==> src/acpd_defs.vh <==
// Constants for the audio port clock and pin direction block.
// Assumes a 32-bit classic Wishbone slave with byte addresses on adr_i.
//
// Notes on behaviour
// - Six pins each have their own programmable direction bit.
// - Frame sync, bit clock and high clock are generated even when pins are inputs.
// - Functional logic on the peripheral clock; auxiliary clock feeds the dividers.
// - An external clock on the high clock pin may replace the auxiliary clock.
// - Internal clocking: auxiliary clock through high divider, then bit divider.
// - Direction word 0x1c000000 drives the three transmit pins, receive pins are inputs.
// - High control 0x000080xx: auxiliary clock divided by field bits 0-11.
// - Bit control 0x0000002x: high divider output divided by field bits 0-4.
// - Direction word zero makes all transmit clock pins inputs.
// - High control zero: bit clock straight from pin, bit control ignored.
// - Direction word 0x14000000: transmit high clock input, frame sync and bit clock outputs.
// - High control 0x000000xx: high clock pin divided by bits 0-11 feeds bit divider.
`ifndef ACPD_DEFS_VH
`define ACPD_DEFS_VH

// Register byte offsets
`define ACPD_OFS_PIN_DIR      8'h00
`define ACPD_OFS_TX_HCLK_CTL  8'h04
`define ACPD_OFS_TX_BCLK_CTL  8'h08
`define ACPD_OFS_RX_HCLK_CTL  8'h0c
`define ACPD_OFS_RX_BCLK_CTL  8'h10
`define ACPD_OFS_STATUS       8'h14
`define ACPD_OFS_FRAME_CTL    8'h18

// Pin direction bit positions
`define ACPD_DIR_TX_FS        28
`define ACPD_DIR_TX_HCLK      27
`define ACPD_DIR_TX_BCLK      26
`define ACPD_DIR_RX_FS        31
`define ACPD_DIR_RX_HCLK      30
`define ACPD_DIR_RX_BCLK      29

// High clock control fields
`define ACPD_HCLK_INT_BIT     15
`define ACPD_HCLK_DIV_MSB     11
`define ACPD_HCLK_DIV_W       12

// Bit clock control fields
`define ACPD_BCLK_INT_BIT     5
`define ACPD_BCLK_DIV_MSB     4
`define ACPD_BCLK_DIV_W       5

// Frame control fields: frame length minus one, in bit clocks
`define ACPD_FRM_TX_LSB       0
`define ACPD_FRM_RX_LSB       16
`define ACPD_FRM_W            9

// Status fields
`define ACPD_STS_FAIL_LSB     0
`define ACPD_STS_PIN_LSB      8
`define ACPD_STS_BCLK_LSB     16
`define ACPD_STS_FS_LSB       18

// Reset values
`define ACPD_RST_PIN_DIR      32'h00000000
`define ACPD_RST_HCLK_CTL     16'h0000
`define ACPD_RST_BCLK_CTL     6'h00
`define ACPD_RST_FRAME        9'h01f

`endif

==> src/acpd_div.v <==
// Tick-driven clock divider: counts input ticks, ratio is divisor plus one.
// Assumes tick_i is a one-cycle pulse on clk_i per source clock rising edge.
`timescale 1ns/100ps
module acpd_div #(
	parameter W = 12
) (
	// Clock and reset
	input  wire         clk_i,
	input  wire         rst_i,
	// Source and setting
	input  wire         tick_i,
	input  wire [W-1:0] div_i,
	// Divided clock
	output wire         tick_o,
	output wire         level_o
);

	reg  [W-1:0] cnt_reg;
	reg  [W-1:0] cnt_next;
	reg          tick_reg;
	reg          level_reg;
	wire [W:0]   half;

	// Ratio one keeps the level high; the tick stream still follows the source
	assign half = ({1'b0, div_i} + {{W{1'b0}}, 1'b1} + {{W{1'b0}}, 1'b1}) >> 1;

	always @*
	begin
		cnt_next = cnt_reg;
		if (tick_i)
		begin
			if (cnt_reg >= div_i)
				cnt_next = {W{1'b0}};
			else
				cnt_next = cnt_reg + {{(W-1){1'b0}}, 1'b1};
		end
	end

	always @(posedge clk_i)
	begin
		if (rst_i)
		begin
			cnt_reg   <= {W{1'b0}};
			tick_reg  <= 1'b0;
			level_reg <= 1'b0;
		end
		else
		begin
			cnt_reg  <= cnt_next;
			tick_reg <= tick_i & (cnt_reg >= div_i);
			if (tick_i)
				level_reg <= ({1'b0, cnt_next} < half);
		end
	end

	assign tick_o  = tick_reg;
	assign level_o = level_reg;

endmodule

==> src/acpd_top.v <==
// Clock generation and pin direction control for a two-section audio serial port.
// Assumes aux_clk_i and all pins are asynchronous to clk_i and much slower than it.
`timescale 1ns/100ps
`include "acpd_defs.vh"
module acpd_top (
	// Clock and reset
	input  wire        clk_i,
	input  wire        rst_i,
	// Wishbone slave
	input  wire        wb_cyc_i,
	input  wire        wb_stb_i,
	input  wire        wb_we_i,
	input  wire [7:0]  wb_adr_i,
	input  wire [3:0]  wb_sel_i,
	input  wire [31:0] wb_dat_i,
	output wire [31:0] wb_dat_o,
	output wire        wb_ack_o,
	// Auxiliary clock source
	input  wire        aux_clk_i,
	// Transmit frame sync pin
	input  wire        tx_frame_sync_pin_i,
	output wire        tx_frame_sync_pin_o,
	output wire        tx_frame_sync_pin_oe_n_o,
	// Transmit high clock pin
	input  wire        tx_high_clock_pin_i,
	output wire        tx_high_clock_pin_o,
	output wire        tx_high_clock_pin_oe_n_o,
	// Transmit bit clock pin
	input  wire        tx_bit_clock_pin_i,
	output wire        tx_bit_clock_pin_o,
	output wire        tx_bit_clock_pin_oe_n_o,
	// Receive frame sync pin
	input  wire        rx_frame_sync_pin_i,
	output wire        rx_frame_sync_pin_o,
	output wire        rx_frame_sync_pin_oe_n_o,
	// Receive high clock pin
	input  wire        rx_high_clock_pin_i,
	output wire        rx_high_clock_pin_o,
	output wire        rx_high_clock_pin_oe_n_o,
	// Receive bit clock pin
	input  wire        rx_bit_clock_pin_i,
	output wire        rx_bit_clock_pin_o,
	output wire        rx_bit_clock_pin_oe_n_o
);

	// Input index: 0 tx fs, 1 tx hclk, 2 tx bclk, 3 rx fs, 4 rx hclk, 5 rx bclk, 6 aux
	wire [6:0]  raw_in;
	reg  [6:0]  sync1_reg;
	reg  [6:0]  sync2_reg;
	reg  [6:0]  sync3_reg;
	reg  [6:0]  filt_reg;
	reg  [6:0]  filt_next;
	wire [6:0]  rise;

	reg  [31:0] pin_dir_reg;
	reg  [15:0] tx_hclk_ctl_reg;
	reg  [15:0] rx_hclk_ctl_reg;
	reg  [5:0]  tx_bclk_ctl_reg;
	reg  [5:0]  rx_bclk_ctl_reg;
	reg  [8:0]  tx_frame_reg;
	reg  [8:0]  rx_frame_reg;
	reg  [1:0]  fail_reg;
	reg  [31:0] dat_reg;
	reg  [31:0] dat_next;
	reg         ack_reg;
	reg  [5:0]  pin_out_reg;
	reg  [5:0]  pin_oe_n_reg;

	wire [31:0] hclk_ctl_pair;
	wire [11:0] bclk_ctl_pair;
	wire [17:0] frame_pair;
	wire [5:0]  dir_bits;
	wire [1:0]  hclk_lvl;
	wire [1:0]  bclk_lvl;
	wire [1:0]  fs_lvl;
	wire [1:0]  fail_set;
	wire        req;
	wire        wr;
	wire [31:0] wmask;
	wire [31:0] status_word;

	assign raw_in = {aux_clk_i, rx_bit_clock_pin_i, rx_high_clock_pin_i, rx_frame_sync_pin_i,
	                 tx_bit_clock_pin_i, tx_high_clock_pin_i, tx_frame_sync_pin_i};

	// A level counts only once the second and third stages agree
	always @*
	begin
		filt_next = filt_reg;
		if (sync2_reg == sync3_reg)
			filt_next = sync3_reg;
	end

	assign rise = filt_next & ~filt_reg;

	always @(posedge clk_i)
	begin
		if (rst_i)
		begin
			sync1_reg <= 7'h00;
			sync2_reg <= 7'h00;
			sync3_reg <= 7'h00;
			filt_reg  <= 7'h00;
		end
		else
		begin
			sync1_reg <= raw_in;
			sync2_reg <= sync1_reg;
			sync3_reg <= sync2_reg;
			filt_reg  <= filt_next;
		end
	end

	assign hclk_ctl_pair = {rx_hclk_ctl_reg, tx_hclk_ctl_reg};
	assign bclk_ctl_pair = {rx_bclk_ctl_reg, tx_bclk_ctl_reg};
	assign frame_pair    = {rx_frame_reg, tx_frame_reg};
	// Direction bits in input index order
	assign dir_bits = {pin_dir_reg[`ACPD_DIR_RX_BCLK], pin_dir_reg[`ACPD_DIR_RX_HCLK],
	                   pin_dir_reg[`ACPD_DIR_RX_FS], pin_dir_reg[`ACPD_DIR_TX_BCLK],
	                   pin_dir_reg[`ACPD_DIR_TX_HCLK], pin_dir_reg[`ACPD_DIR_TX_FS]};

	// Section 0 is transmit, section 1 is receive
	genvar s;
	generate
		for (s = 0; s < 2; s = s + 1)
		begin : sec
			wire [15:0] hctl;
			wire [5:0]  bctl;
			wire [8:0]  flen;
			wire        hsrc_tick;
			wire        htick;
			wire        hlevel;
			wire        btick;
			wire        blevel;
			wire        direct;
			wire        ext_bclk;
			wire        bit_tick;
			reg  [8:0]  fcnt_reg;
			reg         fs_int_reg;

			assign hctl = hclk_ctl_pair[16*s+15:16*s];
			assign bctl = bclk_ctl_pair[6*s+5:6*s];
			assign flen = frame_pair[9*s+8:9*s];

			// Aux clock or high clock pin
			assign hsrc_tick = hctl[`ACPD_HCLK_INT_BIT] ? rise[6] : rise[3*s+1];

			acpd_div #(
				.W (`ACPD_HCLK_DIV_W)
			) u_hdiv (
				.clk_i   (clk_i),
				.rst_i   (rst_i),
				.tick_i  (hsrc_tick),
				.div_i   (hctl[`ACPD_HCLK_DIV_MSB:0]),
				.tick_o  (htick),
				.level_o (hlevel)
			);

			acpd_div #(
				.W (`ACPD_BCLK_DIV_W)
			) u_bdiv (
				.clk_i   (clk_i),
				.rst_i   (rst_i),
				.tick_i  (htick),
				.div_i   (bctl[`ACPD_BCLK_DIV_MSB:0]),
				.tick_o  (btick),
				.level_o (blevel)
			);

			// High control zero takes bit clock straight from pin
			assign direct   = (hctl == `ACPD_RST_HCLK_CTL);
			assign ext_bclk = direct | ~bctl[`ACPD_BCLK_INT_BIT];
			assign bit_tick = ext_bclk ? rise[3*s+2] : btick;

			// Frame sync generated whatever the pin direction
			always @(posedge clk_i)
			begin
				if (rst_i)
				begin
					fcnt_reg   <= 9'h000;
					fs_int_reg <= 1'b0;
				end
				else if (bit_tick)
				begin
					if (fcnt_reg >= flen)
						fcnt_reg <= 9'h000;
					else
						fcnt_reg <= fcnt_reg + 9'h001;
					fs_int_reg <= (fcnt_reg >= flen);
				end
			end

			assign hclk_lvl[s] = hlevel;
			assign bclk_lvl[s] = ext_bclk ? filt_reg[3*s+2] : blevel;
			assign fs_lvl[s]   = ext_bclk ? filt_reg[3*s] : fs_int_reg;
			// Foreign frame sync against an internal bit clock
			assign fail_set[s] = rise[3*s] & ~dir_bits[3*s] & ~ext_bclk;
		end
	endgenerate

	// Pin levels registered whatever the direction; enables follow direction bits
	always @(posedge clk_i)
	begin
		if (rst_i)
		begin
			pin_out_reg  <= 6'h00;
			pin_oe_n_reg <= 6'h3f;
		end
		else
		begin
			pin_out_reg  <= {bclk_lvl[1], hclk_lvl[1], fs_lvl[1], bclk_lvl[0], hclk_lvl[0], fs_lvl[0]};
			pin_oe_n_reg <= ~dir_bits;
		end
	end

	assign tx_frame_sync_pin_o      = pin_out_reg[0];
	assign tx_high_clock_pin_o      = pin_out_reg[1];
	assign tx_bit_clock_pin_o       = pin_out_reg[2];
	assign rx_frame_sync_pin_o      = pin_out_reg[3];
	assign rx_high_clock_pin_o      = pin_out_reg[4];
	assign rx_bit_clock_pin_o       = pin_out_reg[5];
	assign tx_frame_sync_pin_oe_n_o = pin_oe_n_reg[0];
	assign tx_high_clock_pin_oe_n_o = pin_oe_n_reg[1];
	assign tx_bit_clock_pin_oe_n_o  = pin_oe_n_reg[2];
	assign rx_frame_sync_pin_oe_n_o = pin_oe_n_reg[3];
	assign rx_high_clock_pin_oe_n_o = pin_oe_n_reg[4];
	assign rx_bit_clock_pin_oe_n_o  = pin_oe_n_reg[5];

	// One wait state; the ack drop also keeps a held request from acting twice
	assign req   = wb_cyc_i & wb_stb_i & ~ack_reg;
	assign wr    = req & wb_we_i;
	assign wmask = {{8{wb_sel_i[3]}}, {8{wb_sel_i[2]}}, {8{wb_sel_i[1]}}, {8{wb_sel_i[0]}}};

	assign status_word = {12'h000, fs_lvl, bclk_lvl, 1'b0, filt_reg, 6'h00, fail_reg};

	always @*
	begin
		dat_next = 32'h00000000;
		case (wb_adr_i)
			`ACPD_OFS_PIN_DIR:     dat_next = pin_dir_reg;
			`ACPD_OFS_TX_HCLK_CTL: dat_next = {16'h0000, tx_hclk_ctl_reg};
			`ACPD_OFS_TX_BCLK_CTL: dat_next = {26'h0000000, tx_bclk_ctl_reg};
			`ACPD_OFS_RX_HCLK_CTL: dat_next = {16'h0000, rx_hclk_ctl_reg};
			`ACPD_OFS_RX_BCLK_CTL: dat_next = {26'h0000000, rx_bclk_ctl_reg};
			`ACPD_OFS_STATUS:      dat_next = status_word;
			`ACPD_OFS_FRAME_CTL:   dat_next = {7'h00, rx_frame_reg, 7'h00, tx_frame_reg};
			default:               dat_next = 32'h00000000;
		endcase
	end

	always @(posedge clk_i)
	begin
		if (rst_i)
		begin
			pin_dir_reg     <= `ACPD_RST_PIN_DIR;
			tx_hclk_ctl_reg <= `ACPD_RST_HCLK_CTL;
			rx_hclk_ctl_reg <= `ACPD_RST_HCLK_CTL;
			tx_bclk_ctl_reg <= `ACPD_RST_BCLK_CTL;
			rx_bclk_ctl_reg <= `ACPD_RST_BCLK_CTL;
			tx_frame_reg    <= `ACPD_RST_FRAME;
			rx_frame_reg    <= `ACPD_RST_FRAME;
			fail_reg        <= 2'b00;
			dat_reg         <= 32'h00000000;
			ack_reg         <= 1'b0;
		end
		else
		begin
			ack_reg <= req;
			if (req)
				dat_reg <= dat_next;
			if (wr && wb_adr_i == `ACPD_OFS_PIN_DIR)
				pin_dir_reg <= (pin_dir_reg & ~wmask) | (wb_dat_i & wmask);
			if (wr && wb_adr_i == `ACPD_OFS_TX_HCLK_CTL)
			begin
				if (wb_sel_i[0])
					tx_hclk_ctl_reg[7:0] <= wb_dat_i[7:0];
				if (wb_sel_i[1])
					tx_hclk_ctl_reg[15:8] <= wb_dat_i[15:8] & 8'h8f;
			end
			if (wr && wb_adr_i == `ACPD_OFS_RX_HCLK_CTL)
			begin
				if (wb_sel_i[0])
					rx_hclk_ctl_reg[7:0] <= wb_dat_i[7:0];
				if (wb_sel_i[1])
					rx_hclk_ctl_reg[15:8] <= wb_dat_i[15:8] & 8'h8f;
			end
			if (wr && wb_adr_i == `ACPD_OFS_TX_BCLK_CTL && wb_sel_i[0])
				tx_bclk_ctl_reg <= wb_dat_i[5:0];
			if (wr && wb_adr_i == `ACPD_OFS_RX_BCLK_CTL && wb_sel_i[0])
				rx_bclk_ctl_reg <= wb_dat_i[5:0];
			if (wr && wb_adr_i == `ACPD_OFS_FRAME_CTL)
			begin
				if (wb_sel_i[0])
					tx_frame_reg[7:0] <= wb_dat_i[7:0];
				if (wb_sel_i[1])
					tx_frame_reg[8] <= wb_dat_i[8];
				if (wb_sel_i[2])
					rx_frame_reg[7:0] <= wb_dat_i[23:16];
				if (wb_sel_i[3])
					rx_frame_reg[8] <= wb_dat_i[24];
			end
			// Write one clears; a new failure wins over the clear
			if (wr && wb_adr_i == `ACPD_OFS_STATUS && wb_sel_i[0])
				fail_reg <= (fail_reg & ~wb_dat_i[1:0]) | fail_set;
			else
				fail_reg <= fail_reg | fail_set;
		end
	end

	assign wb_dat_o = dat_reg;
	assign wb_ack_o = ack_reg;

endmodule

==> config.mk <==
export PLATFORM = sky130hd
export DESIGN_NAME = acpd_top
export DESIGN_NICKNAME = d
export VERILOG_FILES = /design/src/acpd_div.v /design/src/acpd_top.v
export VERILOG_INCLUDE_DIRS = /design/src
export SDC_FILE = /design/constraint.sdc
export NUM_CORES = 1
export LEC_CHECK = 0
export BUFFER_PORTS_ARGS = -buffer_cell sky130_fd_sc_hd__buf_2
export CORE_AREA = 2 2 190 192
export DETAILED_ROUTE_END_ITERATION = 6
export DIE_AREA = 0 0 192 194
export PLACE_DENSITY = 0.52
export SYNTH_ARGS = -nofsm -noshare
export SYNTH_HDL_FRONTEND = slang
export SYNTH_HIERARCHICAL = 1
export SYNTH_SLANG_ARGS = --single-unit
==> constraint.sdc <==
create_clock -name clk_i -period 3.2 [get_ports clk_i]
set_input_delay 0.16 -clock clk_i [delete_from_list [all_inputs] [get_ports clk_i]]
set_output_delay 0.16 -clock clk_i [all_outputs]
set_load 0.05 [all_outputs]
=== Word-level counts from Yosys, hierarchy flattened ===
Cells that the tools add are included.
W data, S select, Z words.

* $add $sub $neg: 14
* $lt $le $gt $ge: 10
* Equality and inequality tests: 7
* Mux-type cells: 21
* Bitwise logic cells: 31
* Reduce and logical (&&, ||, !) cells: 21

{| class="wikitable"
|+ Operators with widths
! kind !! count
|-
| $pmux W32 S7 || 1
|-
| $and A32 B32 Y32 || 2
|-
| $mux W12 || 4
|-
| $logic_not A16 Y1 || 2
|-
| $not A32 Y32 || 1
|-
| $or A32 B32 Y32 || 1
|-
| $add A12 B1 Y13 const B || 2
|-
| $add A13 B1 Y13 const B || 2
|-
| $add A12 B1 Y12 const B || 2
|-
| $eq A8 B5 Y1 const B || 3
|-
| $ge A12 B12 Y1 || 2
|-
| $lt A12 B12 Y1 || 2
|-
| $mux W5 || 4
|-
| $add A9 B1 Y9 const B || 2
|-
| $ge A9 B9 Y1 || 2
|-
| $mux W9 || 2
|-
| $eq A8 B4 Y1 const B || 2
|-
| $reduce_and A2 Y1 || 8
|-
| $add A5 B1 Y6 const B || 2
|-
| $add A6 B1 Y6 const B || 2
|-
| $and A1 B1 Y1 || 11
|-
| $add A5 B1 Y5 const B || 2
|-
| $ge A5 B5 Y1 || 2
|-
| $logic_and A1 B1 Y1 || 10
|-
| 15 further kinds || 31
|}

* Register bits: 225
* Input port bits: 56
* Output and inout bits: 45

=== Longest topological paths before layout ===
* Word-level depth: 7
* Mapped depth: 16
* Depth with buffers taken out: 15

=== Hierarchy ===
Netlist, hierarchy kept.

{| class="wikitable"
|+ Modules (own cells, without submodules)
! module !! times used !! cells an instance !! area each (um2) !! sequential area each (um2)
|-
| acpd_top || 1 || 900 || 8112.8 || 3663.5
|-
| acpd_div at sec[1].u_hdiv || 1 || 176 || 1433.9 || 280.3
|-
| acpd_div at sec[0].u_hdiv || 1 || 176 || 1408.9 || 280.3
|-
| acpd_div at sec[0].u_bdiv ... || 2 || 66 || 585.6 || 140.1
|}

=== Least setup slack after synthesis ===
Ideal clock, no wire load.

* Kind: flip-flop to flip-flop
* Start point: reg sync2_reg[3]
* End point: reg sec[1].u_hdiv.level_reg
* Library setup time: 0.059 ns
* Arrival: 3.448 ns
* Data required time: 3.141 ns
* Slack: -0.307 ns
* Stages on the path, launching flop included: 17
* Buffers on the path: 2
* Period minus slack after synthesis: 3.507 ns
* Cells stage by stage: dfxtp_1 -> xor2_1 -> nor4_1 -> nand4_1 -> buf_2 -> nor2_1 -> buf_2 -> nand2_1 -> nor3_1 -> xnor2_1 -> nor2_1 -> ha_1 -> a211oi_1 -> o211ai_1 -> a2111oi_0 -> a21boi_1 -> a221o_1

* Cells in the longest elaborated chain, start to end: 6

{| class="wikitable"
|+ Ends and longest elaborated chain
! item !! line !! text
|-
| from (decl) || acpd_top.v:49 || <nowiki>reg [6:0] sync2_reg;</nowiki>
|-
| from (signal assigned) || acpd_top.v:107 || <nowiki>sync2_reg <= sync1_reg;</nowiki>
|-
| $eq A7 B7 Y1 || acpd_top.v:89 || <nowiki>if (sync2_reg == sync3_reg)</nowiki>
|-
| $mux W7 || acpd_top.v:89 ||
|-
| $and A7 B7 Y7 || acpd_top.v:93 || <nowiki>assign rise = filt_next & ~filt_reg;</nowiki>
|-
| $mux W1 || acpd_top.v:145 || <nowiki>assign hsrc_tick = hctl[`ACPD_HCLK_INT_BIT] ? rise[6] : rise[3*s+1];</nowiki>
|-
| named net sec[1].hsrc_tick || acpd_top.v:129 || <nowiki>wire hsrc_tick;</nowiki>
|-
| $mux W12 || acpd_div.v:30 || <nowiki>if (tick_i)</nowiki>
|-
| named net sec[1].u_hdiv.cnt_next[9] || acpd_div.v:19 || <nowiki>reg [W-1:0] cnt_next;</nowiki>
|-
| $lt A12 B12 Y1 || acpd_div.v:52 || <nowiki>level_reg <= ({1'b0, cnt_next} < half);</nowiki>
|-
| to (signal assigned) || acpd_div.v:52 ||
|-
| to (decl) || acpd_div.v:21 || <nowiki>reg level_reg;</nowiki>
|}

The timed path passes the listed nets, and every way through them passes these cells.
A chain may end at the register's enable or synchronous reset.

=== Worst setup path in the final report ===
* Start point: reg sync2_reg[4]
* End point: reg sec[1].u_hdiv.level_reg

The elaborated chain is that of the path after synthesis.

==> impl_metrics.ini <==
[pwr]
p_int_mw = 4.99
netSwitchingFraction_pct = 23.2
power.static_leakage_nw = 6.27
seq_power_share_pct = 43.7
power_frac_clock_pct = 50.1
combinationalPowerShare_pct = 6.2
power_density_mw_per_mm2 = 426
net-switching-power_mw = 1.51
vdd.ir_drop.worst_mv = 0.420

[cells_and_area]
fin_util_pct = 43.3
final_cell_mix = sky130_fd_sc_hd__dfxtp_1 (221), sky130_fd_sc_hd__nand2_1 (146), sky130_fd_sc_hd__nor2_1 (118), sky130_fd_sc_hd__buf_2 (99), sky130_fd_sc_hd__buf_4 (95)
final_net_count = 1738
design_area_mm2 = 0.0152
most_frequent_standard_cell_in_the_layout_excluding_fill_and_tap_cells = sky130_fd_sc_hd__dfxtp_1
antenna_cells = 0
syn2layout_area_growth_pct = 25.6
final_layout_size_suffix_gt1_share_pct = 20.4
fillCellCount = 3546

[yosys]
post_synth_instance_area_mm2 = 0.0121
ys_async_sr_fraction_pct = 0
ys_seq_elements = 225
post_synth_num_cell_types = 94
synth_enable_flop_cells = 0
synthesis.area_per_instance_um2 = 8.76
synthesis.instances = 1384
yosysWarningCount = 6
synth-seq-area-share_pct = 37.1
synth.net_count = 1532
synth_ff_type = sky130_fd_sc_hd__dfxtp_1

[clock_network]
clock-root-buffer = sky130_fd_sc_hd__clkbuf_16
clock_sinks = 225
clkSlewWorstSetupHoldPaths_ns = 0.06
maximum_clock_insertion_buffer_count = 3
clock_latency_ns = 0.56
tritoncts = yes
numCtsBuffers = 27
count_of_h_tree_levels_built_during_cts = 1

[routing]
route.final.wire_length_um = 36900
1st_iter_drt_viols = 691
detailedRoute.firstPassIterationCount = 5
post_route_antenna_net_violation_count = 0
vias_per_cell = 5.23
remaining_drc_errors = 0
vias = 10800
route.detailed.wl_per_inst_um = 17.8

[worst_setup_path]
cp_max_fo = 3
worstSetupPathType = flip-flop to flip-flop
start_kind = flip-flop
endpoint_kind = flip-flop
logic_depth_of_the_worst_register_to_register_path = 17
cp_data_required_time_ns = 3.63
endpoint_arrival_time_on_the_critical_path_ns = 3.72

[global_routing]
groute.usage.overall_pct = 19.5
antenna_found_initial = 0
grt_first_pass_wirelength_um = 58300
grt-ovfl-total = 0
grt_start_max_net_pins = 76
grt_pass1_vias = 10600

[hold_path]
worstHoldPathCells = 4
hold_class = input pin to flip-flop

[timing]
timing.final.setup_violations = 2
max_freq_ghz = 0.304
period_share_pct = 103
hold_violations = 0
skew_ns = 0.0233
setup_repair_after_global_routing_missed_its_margin = yes
layout_min_cycle_time_ns = 3.29
setup_slack_ns = -0.0936
relSlewSlack_pct = 52.1
worst_pin_slew_ns = 0.717
slew_viol_final = 0

[place]
place_ws_ns = -0.130
port_buffers = 100
placement.cell_area_mm2 = 0.0135
place.detailed.hpwl_um = 26800
finalWeightedCongestion = 0.879

[die]
starting_utilization_of_the_core_area_pct = 34.4
die-area_mm2 = 0.0372
num_rows = 69
io_pins = 101
chipHeight_um = 194
floorplan.core_area_mm2 = 0.0352
fp.dieW_um = 192

[outcome]
outcome = complete, but fails checks
failed_checks = setup timing

[flow_run]
max_cap_violations = 0
[layer usage]
layer,vias up,track usage (%),share of wire (%)
li1,5398,-,-
met1,5171,27.6,49
met2,232,31.3,45
met3,32,3.51,4.9
met4,0,3.31,1.2
met5,-,0,0
[through the flow]
stage	hold slack, ns	cells	power, mW	TNS (ns)
after floorplan	0.232	1384	3.06	-0.00292
after global placement	0.376	1961	3.21	-0.0665
after detailed placement	0.381	1961	3.21	-0.185
after CTS	0.00889	2066	6.55	-0.0865
after global routing	0.0408	2071	6.71	-0.564
final	0.0306	2071	6.49	-0.160
[power groups by stage]
stage,Sequential [mW],Combinational (mW),Clock (mW)
final,2.84,0.399,3.25
after global routing,2.84,0.429,3.44
after CTS,2.84,0.385,3.33
after detailed placement,2.90,0.311,0
after global placement,2.90,0.309,0
after floorplan,2.90,0.162,0
[cell usage after synthesis, drive strengths merged (4+ instances only)]
cell / instances / area (um^2)
nor2b: 41 / 257
a221oi: 4 / 41.3
a41oi: 4 / 61.3
mux2i: 58 / 581
nor4b: 4 / 62.6
o31ai: 4 / 30.0
xnor2: 34 / 298
and3: 10 / 62.6
nor2: 125 / 482
a21oi: 82 / 414
nand4: 50 / 347
or3: 6 / 37.5
and2: 12 / 76.3
a22oi: 15 / 113
nor3b: 7 / 52.6
nand2b: 16 / 100
or2: 6 / 37.5
ha: 92 / 1150
nand3: 85 / 435
xor2: 18 / 158
a21o: 4 / 30.0
nor4: 10 / 103
o211ai: 22 / 170
dfxtp: 225 / 4500
nor3: 48 / 287
clkbuf: 32 / 120
nand3b: 6 / 45.0
a222oi: 10 / 100
a2bb2oi: 9 / 78.8
o21a: 7 / 55.1
inv: 66 / 248
a211oi: 4 / 40.0
a22o: 16 / 140
buf: 32 / 188
o21ai: 15 / 75.1
o221ai: 4 / 41.3
nand2: 149 / 569
o2111ai: 8 / 70.1
or4b: 4 / 47.6
[what timing repair did]
item,in CTS,in global routing
endpoints found under the setup margin,2,19
hold endpoints to repair,81,0
pin swaps,5,24
resized for setup,14,25
setup buffers,16,9
hold buffers,40,0
cloned,0,2
[area by class of cell]
cell class	instances	area [um^2]	share of cell area, %
Sequential cell	225	4510	29.6
Clock buffer	42	852	5.59
Inverter	66	248	1.63
Clock inverter	7	108	0.706
Timing Repair Buffer	239	1670	10.9
Tap cell	461	577	3.79
Multi-Input combinational cell	1031	7280	47.8
[cells by family after synthesis]
family,synth area share [%]
adder cells (fa/ha/maj),9.49
XOR/XNOR,3.76
flip-flops,37.1
buffers and inverters,4.58
AO/OA/AOI/OAI,14.9
AND/OR/NAND/NOR,25.2
multiplexers,4.88
[final timing paths]
path / startpoint / end / slack [ns]
min reg2reg: flip-flop / pin_oe_n_reg[5]$_SDFF_PP1_ / 0.40
max reg2reg: sync2_reg[4]$_SDFF_PP0_ / sec[1].u_hdiv/level_o$_SDFFE_PP0P_ / -0.09
max: sync2_reg[4]$_SDFF_PP0_ / sec[1].u_hdiv/level_o$_SDFFE_PP0P_ / -0.09
min: wb_we_i / rx_frame_reg[8]$_SDFFE_PP0P_ / 0.03
[critical path, stage by stage, from the launching register on]
cell                        delay (ns)
sky130_fd_sc_hd__dfxtp_1          0.31
sky130_fd_sc_hd__xor2_1           0.16
sky130_fd_sc_hd__nor4_2           0.31
sky130_fd_sc_hd__nand4_1          0.15
sky130_fd_sc_hd__buf_6            0.16
sky130_fd_sc_hd__buf_4            0.13
sky130_fd_sc_hd__nor2_4           0.11
sky130_fd_sc_hd__nand2_2          0.09
sky130_fd_sc_hd__nor3_4           0.22
sky130_fd_sc_hd__nand3_2          0.13
sky130_fd_sc_hd__xor2_2           0.16
sky130_fd_sc_hd__nor2_1           0.06
sky130_fd_sc_hd__ha_1             0.29
sky130_fd_sc_hd__o21ai_1          0.07
sky130_fd_sc_hd__o211ai_1         0.25
sky130_fd_sc_hd__a2111oi_2        0.06
sky130_fd_sc_hd__a21boi_2         0.16
sky130_fd_sc_hd__a221o_1          0.35
Note: power is estimated with default switching activity, not from simulation.
